[config.mk]
export PLATFORM = sky130hd
export DESIGN_NAME = pac_config_regs
export DESIGN_NICKNAME = d
export VERILOG_FILES = /design/src/hdl/pac_pkg.sv /design/src/hdl/pac_cal_clk.sv /design/src/hdl/pac_config_regs.sv
export SDC_FILE = /design/constraint.sdc
export NUM_CORES = 1
export LEC_CHECK = 0
export ABC_AREA = 1
export BUFFER_PORTS_ARGS = -buffer_cell sky130_fd_sc_hd__buf_2
export CAP_MARGIN = 5
export CORE_MARGIN = 5
export CORE_UTILIZATION = 45
export DETAILED_ROUTE_END_ITERATION = 10
export MAX_ROUTING_LAYER = met4
export PLACE_DENSITY = 0.7
export SYNTH_ARGS = -nofsm -noshare
export SYNTH_HDL_FRONTEND = slang
export SYNTH_HIERARCHICAL = 1
export SYNTH_SLANG_ARGS = --single-unit
[constraint.sdc]
create_clock -name CLK -period 3.2 [get_ports CLK]
set_input_delay 0.96 -clock CLK [delete_from_list [all_inputs] [get_ports CLK]]
set_output_delay 0.96 -clock CLK [all_outputs]
set_load 0.03 [all_outputs]
[src/hdl/pac_pkg.sv]
// Package for the auto-calibration and detector configuration bank.
// Assumes a 24-bit register word and a 200 MHz system clock.
`default_nettype none
package pac_pkg;
  localparam int unsigned DATA_W = 24;
  localparam int unsigned ADDR_W = 6;
  // Register indices
  localparam logic [5:0] ADDR_CAL = 6'h0a;
  localparam logic [5:0] ADDR_DET = 6'h0b;
  localparam logic [5:0] ADDR_EXACT = 6'h0c;
  localparam logic [5:0] ADDR_OSC_LINK = 6'h05;
  // Reset values
  localparam logic [23:0] RST_CAL = 24'h002205;
  localparam logic [23:0] RST_DET = 24'h0f8061;
  localparam logic [23:0] RST_EXACT = 24'h000000;
  // Calibration register fields
  localparam int unsigned CAL_RES_LSB = 0;
  localparam int unsigned CAL_CURVE_LSB = 3;
  localparam int unsigned CAL_WAIT_LSB = 6;
  localparam int unsigned CAL_SAR_LSB = 8;
  localparam int unsigned CAL_FORCE_BIT = 10;
  localparam int unsigned CAL_BYPASS_BIT = 11;
  localparam int unsigned CAL_NOTRIG_BIT = 12;
  localparam int unsigned CAL_CLKSEL_LSB = 13;
  localparam int unsigned CAL_FALL_BIT = 15;
  // Detector register fields
  localparam int unsigned DET_DELAY_LSB = 0;
  localparam int unsigned DET_SHORT_BIT = 3;
  localparam int unsigned DET_POL_BIT = 4;
  localparam int unsigned DET_UP_BIT = 5;
  localparam int unsigned DET_DN_BIT = 6;
  localparam int unsigned DET_CSP_LSB = 7;
  localparam int unsigned DET_FUP_BIT = 9;
  localparam int unsigned DET_FDN_BIT = 10;
  localparam int unsigned DET_FMID_BIT = 11;
  localparam int unsigned DET_GATE_LSB = 17;
  // Exact-frequency field
  localparam int unsigned EXACT_W = 14;
  localparam logic [13:0] EXACT_MIN = 14'h0002;
  // Timing: wait states last this many calibration-machine periods
  localparam int unsigned CAL_WAIT_PERIODS = 100;
  // Reference divide ratios for clock-select codes 0..3
  localparam logic [5:0] REF_DIV0 = 6'h01;
  localparam logic [5:0] REF_DIV1 = 6'h04;
  localparam logic [5:0] REF_DIV2 = 6'h10;
  localparam logic [5:0] REF_DIV3 = 6'h20;
  localparam int unsigned MEAS_W = 9;

  typedef struct packed {
    logic [2:0] reset_delay;
    logic inputs_shorted;
    logic polarity_inverted;
    logic up_enable;
    logic down_enable;
    logic [1:0] cycle_slip_select;
    logic force_up;
    logic force_down;
    logic force_mid_rail;
    logic [1:0] counter_clock_gating;
  } pac_det_ctrl_s;

  typedef struct packed {
    logic [8:0] meas_cycles;
    logic signed [3:0] curve_offset;
    logic [1:0] wait_after_cycles;
    logic [1:0] curve_search_bit_count;
    logic force_curve;
    logic bypass_tuning;
  } pac_cal_ctrl_s;
endpackage
`default_nettype wire

[src/hdl/pac_cal_clk.sv]
// Calibration-machine clock enable from the reference pin.
// Assumes each reference level holds for three CLK cycles or more.
`default_nettype none
module pac_cal_clk (
  // Clock, reset and enable
  input wire logic CLK,
  input wire logic RST_B,
  input wire logic ce,
  // Reference pin and selection
  input wire logic ref_pin,
  input wire logic [1:0] div_sel,
  input wire logic use_falling,
  // Tick out
  output logic tick
);
  logic [2:0] sync_r, sync_nxt;
  logic [5:0] cnt_r, cnt_nxt;
  logic tick_r, tick_nxt;
  logic lvl_r, lvl_nxt;
  logic agree;
  logic [5:0] div;
  logic edge_seen;

  always_comb begin
    sync_nxt = {sync_r[1:0], ref_pin};
    unique case (div_sel)
      2'd0: div = pac_pkg::REF_DIV0;
      2'd1: div = pac_pkg::REF_DIV1;
      2'd2: div = pac_pkg::REF_DIV2;
      default: div = pac_pkg::REF_DIV3;
    endcase
    // Edge once the second and third stages agree on a new level
    agree = (sync_r[1] == sync_r[2]);
    lvl_nxt = agree ? sync_r[2] : lvl_r;
    edge_seen = agree && (sync_r[2] != lvl_r)
                && (use_falling ? lvl_r : sync_r[2]);
    cnt_nxt = cnt_r;
    tick_nxt = 1'b0;
    if (edge_seen) begin
      if (cnt_r >= div - 6'd1) begin
        cnt_nxt = 6'd0;
        tick_nxt = 1'b1;
      end else begin
        cnt_nxt = cnt_r + 6'd1;
      end
    end
  end

  always_ff @(posedge CLK or negedge RST_B) begin
    if (!RST_B) begin
      sync_r <= 3'h0;
      cnt_r <= 6'h00;
      tick_r <= 1'b0;
      lvl_r <= 1'b0;
    end else if (ce) begin
      sync_r <= sync_nxt;
      lvl_r <= lvl_nxt;
      cnt_r <= cnt_nxt;
      tick_r <= tick_nxt;
    end
  end

  assign tick = tick_r;
endmodule // pac_cal_clk
`default_nettype wire

[src/hdl/pac_config_regs.sv]
// Configuration bank: auto-calibration, detector and exact-frequency words.
// Assumes the serial control port presents decoded word writes and reads.
`default_nettype none
module pac_config_regs (
  // Clock, reset, enable
  input wire logic CLK,
  input wire logic RST_B,
  input wire logic CE,
  // Register access from the serial port
  input wire logic [5:0] REG_ADDR,
  input wire logic REG_WR,
  input wire logic [23:0] REG_WDATA,
  input wire logic REG_RD,
  output logic [23:0] REG_RDATA,
  // Reference pin
  input wire logic REF_PIN,
  // Calibration machine controls
  output logic CAL_TICK,
  output pac_pkg::pac_cal_ctrl_s CAL_CTRL,
  output logic [6:0] CAL_WAIT_LEN,
  // Oscillator link trigger
  output logic OSC_LINK_TRIGGER,
  // Detector and pump controls
  output pac_pkg::pac_det_ctrl_s DET_CTRL,
  // Exact frequency
  output logic [13:0] EXACT_CHANNELS,
  output logic EXACT_ENABLE
);
  logic [23:0] cal_r, cal_nxt;
  logic [23:0] det_r, det_nxt;
  logic [13:0] exact_r, exact_nxt;
  logic [23:0] rdata_r, rdata_nxt;
  logic trig_r, trig_nxt;
  pac_pkg::pac_cal_ctrl_s calc_r, calc_nxt;
  pac_pkg::pac_det_ctrl_s detc_r, detc_nxt;
  logic exen_r, exen_nxt;
  logic [2:0] res;
  logic [2:0] curve;

  // Register writes and reads
  always_comb begin
    cal_nxt = cal_r;
    det_nxt = det_r;
    exact_nxt = exact_r;
    rdata_nxt = rdata_r;
    if (REG_WR) begin
      unique case (REG_ADDR)
        pac_pkg::ADDR_CAL: cal_nxt = REG_WDATA;
        pac_pkg::ADDR_DET: det_nxt = REG_WDATA;
        pac_pkg::ADDR_EXACT: exact_nxt = REG_WDATA[13:0];
        default: ;
      endcase
    end
    if (REG_RD) begin
      unique case (REG_ADDR)
        pac_pkg::ADDR_CAL: rdata_nxt = cal_r;
        pac_pkg::ADDR_DET: rdata_nxt = det_r;
        pac_pkg::ADDR_EXACT: rdata_nxt = {10'h000, exact_r};
        default: rdata_nxt = 24'h000000;
      endcase
    end
  end

  always_ff @(posedge CLK or negedge RST_B) begin
    if (!RST_B) begin
      cal_r <= pac_pkg::RST_CAL;
      det_r <= pac_pkg::RST_DET;
      exact_r <= pac_pkg::RST_EXACT[13:0];
      rdata_r <= 24'h000000;
    end else if (CE) begin
      cal_r <= cal_nxt;
      det_r <= det_nxt;
      exact_r <= exact_nxt;
      rdata_r <= rdata_nxt;
    end
  end

  // Decoded controls
  always_comb begin
    res = cal_r[pac_pkg::CAL_RES_LSB +: 3];
    curve = cal_r[pac_pkg::CAL_CURVE_LSB +: 3];
    calc_nxt.meas_cycles = (res < 3'd4)
      ? 9'(9'h001 << res) : 9'(9'h001 << (4'(res) + 4'd1));
    calc_nxt.curve_offset = curve[2]
      ? 4'($signed({1'b1, curve}) - 4'sd0) : $signed({1'b0, curve});
    calc_nxt.wait_after_cycles = cal_r[pac_pkg::CAL_WAIT_LSB +: 2];
    calc_nxt.curve_search_bit_count = cal_r[pac_pkg::CAL_SAR_LSB +: 2];
    calc_nxt.force_curve = cal_r[pac_pkg::CAL_FORCE_BIT];
    calc_nxt.bypass_tuning = cal_r[pac_pkg::CAL_BYPASS_BIT];
    detc_nxt.reset_delay = det_r[pac_pkg::DET_DELAY_LSB +: 3];
    detc_nxt.inputs_shorted = det_r[pac_pkg::DET_SHORT_BIT];
    detc_nxt.polarity_inverted = det_r[pac_pkg::DET_POL_BIT];
    detc_nxt.up_enable = det_r[pac_pkg::DET_UP_BIT];
    detc_nxt.down_enable = det_r[pac_pkg::DET_DN_BIT];
    detc_nxt.cycle_slip_select = det_r[pac_pkg::DET_CSP_LSB +: 2];
    detc_nxt.force_up = det_r[pac_pkg::DET_FUP_BIT];
    detc_nxt.force_down = det_r[pac_pkg::DET_FDN_BIT];
    detc_nxt.force_mid_rail = det_r[pac_pkg::DET_FMID_BIT];
    detc_nxt.counter_clock_gating = det_r[pac_pkg::DET_GATE_LSB +: 2];
    exen_nxt = (exact_r >= pac_pkg::EXACT_MIN);
    // A write to the link word starts a transfer unless suppressed
    trig_nxt = REG_WR && (REG_ADDR == pac_pkg::ADDR_OSC_LINK)
               && !cal_r[pac_pkg::CAL_NOTRIG_BIT];
  end

  always_ff @(posedge CLK or negedge RST_B) begin
    if (!RST_B) begin
      calc_r <= '0;
      detc_r <= '0;
      exen_r <= 1'b0;
      trig_r <= 1'b0;
    end else if (CE) begin
      calc_r <= calc_nxt;
      detc_r <= detc_nxt;
      exen_r <= exen_nxt;
      trig_r <= trig_nxt;
    end
  end

  pac_cal_clk u_cal_clk (
    .CLK(CLK),
    .RST_B(RST_B),
    .ce(CE),
    .ref_pin(REF_PIN),
    .div_sel(cal_r[pac_pkg::CAL_CLKSEL_LSB +: 2]),
    .use_falling(cal_r[pac_pkg::CAL_FALL_BIT]),
    .tick(CAL_TICK)
  );

  assign REG_RDATA = rdata_r;
  assign CAL_CTRL = calc_r;
  assign CAL_WAIT_LEN = 7'(pac_pkg::CAL_WAIT_PERIODS);
  assign OSC_LINK_TRIGGER = trig_r;
  assign DET_CTRL = detc_r;
  assign EXACT_CHANNELS = exact_r;
  assign EXACT_ENABLE = exen_r;

  // Checks
  property p_trig_block;
    @(posedge CLK) disable iff (!RST_B)
    (CE && REG_WR && REG_ADDR == pac_pkg::ADDR_OSC_LINK
     && cal_r[pac_pkg::CAL_NOTRIG_BIT]) |=> !OSC_LINK_TRIGGER;
  endproperty
  a_trig_block: assert property (p_trig_block)
    else $error("Link trigger not suppressed");

  property p_trig_pass;
    @(posedge CLK) disable iff (!RST_B)
    (CE && REG_WR && REG_ADDR == pac_pkg::ADDR_OSC_LINK
     && !cal_r[pac_pkg::CAL_NOTRIG_BIT]) |=> OSC_LINK_TRIGGER;
  endproperty
  a_trig_pass: assert property (p_trig_pass)
    else $error("Link trigger missing");

  property p_meas;
    @(posedge CLK) disable iff (!RST_B)
    CE && (cal_r[2:0] == 3'd6) |=> (CAL_CTRL.meas_cycles == 9'd128);
  endproperty
  a_meas: assert property (p_meas)
    else $error("Measurement length wrong");

  property p_curve;
    @(posedge CLK) disable iff (!RST_B)
    CE && (cal_r[5:3] == 3'd4) |=> (CAL_CTRL.curve_offset == -4'sd4);
  endproperty
  a_curve: assert property (p_curve)
    else $error("Curve offset wrong");

  property p_exact;
    @(posedge CLK) disable iff (!RST_B)
    CE && (exact_r < 14'd2) |=> !EXACT_ENABLE;
  endproperty
  a_exact: assert property (p_exact)
    else $error("Exact mode enabled below two");

  property p_readback;
    @(posedge CLK) disable iff (!RST_B)
    (CE && REG_WR && REG_ADDR == pac_pkg::ADDR_DET)
      ##1 (CE && REG_RD && !REG_WR && REG_ADDR == pac_pkg::ADDR_DET)
      |=> (REG_RDATA == $past(REG_WDATA, 2));
  endproperty
  a_readback: assert property (p_readback)
    else $error("Read back differs from write");

  property p_up_gate;
    @(posedge CLK) disable iff (!RST_B)
    CE && !det_r[5] |=> !DET_CTRL.up_enable;
  endproperty
  a_up_gate: assert property (p_up_gate)
    else $error("Up output not gated");

  property p_polarity;
    @(posedge CLK) disable iff (!RST_B)
    CE |=> (DET_CTRL.polarity_inverted == $past(det_r[4]));
  endproperty
  a_polarity: assert property (p_polarity)
    else $error("Polarity control wrong");

  property p_gating;
    @(posedge CLK) disable iff (!RST_B)
    CE |=> (DET_CTRL.counter_clock_gating == $past(det_r[18:17]));
  endproperty
  a_gating: assert property (p_gating)
    else $error("Counter gating control wrong");
endmodule // pac_config_regs
`default_nettype wire

==> impl_results.md <==
* Final Hold Fails at 0
* Root Driver: clkbuf_16
* Number of global-route vias before repair at between 5,000 and 6,000
* Initial core utilization at 46.09%
* Fmax at 441.8 MHz
* Nets at 871
* Cell count after synthesis at 721
* Relative slew slack at ~57%
* IO Pins at 117
* Part of the cycle the worst path needs at 70.74%
* Util after Layout at 55.31%
* Delay-heaviest family, CP: simple AND/OR/NAND/NOR gates
* Clk_lat worst skew at 0.42 ns
* DR pass1 iterations at 5
* Peak fanout along the critical path at 23
* Post-CTS Hold Buffers at 0
* Vias at 5,124
* Startpoint types: primary input
* Drt drc at 0
* Layout Skew at 0.006544 ns
* Yosys warning total at 6
* First-pass GRT wire length at 25,880 µm
* Worst VDD drop at 0.3277 mV
* CTS tree: done
* TritonCTS sink count at 131
* Rows at 42
* Clock-pin slew on the worst setup and hold paths at 0.06 ns
* Crit path DAT at 2.60 ns
* RD Place Congestion at 0.8734
* Status: finished, final reports clean
* GRT Overall Usage at 20.91%
* Number of post-CTS setup repair buffers at 0
* Core Area at 13,300 µm²
* Die height at between 100 and 150 µm
* Layout cells sized above 1 at between 20% and 30%
* Largest net degree at the start of global routing at 49
* Sequential share of the synthesized area at 53.75%
* Tmin final at 2.264 ns
* Total congestion overflow at 0
* Pre-CTS WS at 0.5452 ns
* DP HPWL at ~11,000 µm
* Synth cell types at 34
* Crit. End Element: flip-flop
* PD cells at approximately 600 nW/µm²
* CTS Buffer Depth at 2
* Initial antenna violation count at 0
* DR WL/cell at 15.47 µm
* Setup violators final at 0
* Worst setup margin at 0.9364 ns
* Worst path max stage delay at 0.43 ns
* Final Non-Filler Cells at 1,015
* Die Area at about 16,000 µm²
* HP Class: flip-flop to flip-flop
* Die width at 126.7 µm
* Max Cap Violations at 0
* Placed Cells at between 900 and 1,000
* Via density at 5.048
* IO Port Bufs at about 110
* WS Path Type: primary input to flip-flop
* DRT Wirelength at about 16,000 µm
* Worst slew pin tran at 0.6486 ns
* Slew Limit Fails at 0
* RSZ-0062 raised after global routing: no
* Initial drt markers at 329
* Setup total negative slack at 0 ns
* Mapped Area at 6127 µm²
* Leakage at 4.055 nW
* CTS resizes at 0
* Avg Cell Area, Syn at 8.498 µm²
* Antenna Diode Count at 0
* FF+latch count, synth at between 100 and 150
* Crit-path slowest cell: nor2_4
* Num CTS Buffers at 17
* Crit-path cells: buf_2 > inv_1 > nand2_1 > nor2_4 > nand2_4 > nor2_4 > buf_12 > nand2_1 > o21ai_1
* Number of buffers and inverters on the critical path at 3
* Max H-tree Level at 4
* Post-route antenna net violation count at 0
* CP required at between 3 and 4 ns
* Hold Slack at 0.4649 ns
* Synth-to-layout area growth at 20.01%
state kept, by name, summed over array words and instances, names as in the netlist:
name and count:
CAL_CTRL 18, DET_CTRL 14, EXACT_CHANNELS 14, EXACT_ENABLE 1, OSC_LINK_TRIGGER 1, REG_RDATA 24, cal_r 24, det_r 24
u_cal_clk/cnt_r 6, u_cal_clk/lvl_r 1, u_cal_clk/sync_r 3, u_cal_clk/tick 1
layer usage:
metal	wire length, µm	part of all wire (%)	GRT usage, %
met3	858	5.5	4.203
met4	388	2.5	8.770
met1	7204	46	27.37
met5	0	0	-
met2	7255	46	31.88
kinds of logic (layout without fill, tap and decap cells):
| group | count (synthesis) | in the layout | synth area share [%] |
|---|---|---|---|
| AO/OA/AOI/OAI | 94 | 94 | 8.781 |
| flip-flops | 131 | 131 | 53.75 |
| adder cells (fa/ha/maj) | 9 | 9 | 1.838 |
| AND/OR/NAND/NOR | 372 | 372 | 26.47 |
| buffers and inverters | 108 | 221 | 8.413 |
| other | 3 | 8 | 0.1838 |
| XOR/XNOR | 4 | 4 | 0.5719 |
placed cells by master, fill, tap and decap left out, types with 4 or more instances in the layout:
| cell type | synthesis | routed |
|---|---|---|
| buf_12 | 0 | 4 |
| buf_2 | 13 | 108 |
| buf_4 | 15 | 10 |
| clkbuf_16 | 0 | 17 |
| clkinv_2 | 0 | 5 |
| clkinv_4 | 0 | 4 |
| conb_1 | 3 | 8 |
| dfrtp_1 | 119 | 119 |
| dfstp_2 | 12 | 12 |
| ha_1 | 9 | 9 |
| inv_1 | 63 | 63 |
| inv_2 | 4 | 4 |
| nand2_1 | 261 | 261 |
| nand3_1 | 64 | 64 |
| nand4_1 | 14 | 14 |
| nor2_1 | 15 | 15 |
| nor2_4 | 4 | 4 |
| o21ai_0 | 36 | 36 |
| o21ai_1 | 40 | 40 |
| o21ai_2 | 14 | 14 |
cell usage after synthesis:
| cell type | number | area share, % |
|---|---|---|
| buf_1 | 2 | 0.12 |
| o21ai_0 | 36 | 2.9 |
| inv_1 | 63 | 3.9 |
| nor2_1 | 15 | 0.92 |
| a21oi_2 | 1 | 0.14 |
| nand2_1 | 261 | 16 |
| o21ai_2 | 14 | 2.0 |
| nor3_1 | 2 | 0.16 |
| or2_2 | 1 | 0.10 |
| nand3_1 | 64 | 5.2 |
| dfrtp_1 | 119 | 49 |
| nor4_1 | 1 | 0.10 |
| nand2_2 | 1 | 0.10 |
| nand3b_1 | 1 | 0.12 |
| xor2_1 | 3 | 0.43 |
| conb_1 | 3 | 0.18 |
| buf_2 | 13 | 1.1 |
| nor2_2 | 2 | 0.20 |
| buf_6 | 5 | 0.92 |
| nor2_4 | 4 | 0.74 |
| dfstp_2 | 12 | 5.1 |
| nand3_2 | 2 | 0.33 |
| a21oi_4 | 1 | 0.27 |
| nand4_1 | 14 | 1.4 |
| ha_1 | 9 | 1.8 |
| buf_4 | 15 | 1.8 |
| o21ai_1 | 40 | 3.3 |
| nand4_4 | 1 | 0.35 |
| nand2_4 | 2 | 0.37 |
| nor2_8 | 1 | 0.33 |
| a21oi_1 | 2 | 0.16 |
| xnor2_1 | 1 | 0.14 |
| inv_2 | 4 | 0.24 |
| clkbuf_1 | 6 | 0.37 |
power by group:
group | leakage, nW | switching, mW | total [mW] | internal [mW]
registers | 1.67 | 0.112 | 1.93 | 1.81
logic | 2.12 | 0.458 | 0.655 | 0.198
clock network | 0.268 | 0.718 | 1.80 | 1.08
total | 4.06 | 1.29 | 4.38 | 3.10
stage by stage:
| stage | instance area (µm²) | total power [mW] |
|---|---|---|
| after floorplan | 6146 | 2.368 |
| after global placement | 6798 | 2.589 |
| after detailed placement | 6798 | 2.608 |
| after CTS | 7353 | 4.410 |
| after global routing | 7353 | 4.589 |
| final | 7353 | 4.383 |
worst reg2reg max path: stages, from the launching register on:
cell and delay (ns):
dfstp_2 0.58, nor2_1 0.09, inv_1 0.08, ha_1 0.14, inv_1 0.04, ha_1 0.28
nand2_1 0.08, nand2_1 0.05, nand2_1 0.05, nand2_1 0.05, a21oi_2 0.26, inv_1 0.07
nand2_1 0.07, nand2_1 0.05
final timing paths:
kind | start | to | slack [ns] | cells past startpoint
max in group asynchronous | RST_B | det_r[17] | 1.95 | 2
worst min-delay path | DET_CTRL[13] | DET_CTRL[13] | 0.46 | 2
worst min register to register | DET_CTRL[13] | DET_CTRL[13] | 0.46 | 2
worst max register to register | cal_r[13] | u_cal_clk/tick | 1.20 | 13
min in group asynchronous | RST_B | REG_RDATA[19] | 0.57 | 1
worst max-delay path | REG_ADDR[5] | cal_r[4] | 0.94 | 9
final cells by class:
type                            count  area (µm²)
Clock inverter                     13       112.6
Sequential cell                   131        3293
Inverter                           67       251.5
Fill cell                        1247        5942
Timing Repair Buffer              122       695.7
Multi-Input combinational cell    487        2337
Clock buffer                       19       442.9
Tap cell                          176       220.2
Power figures use the tool's default switching activity.
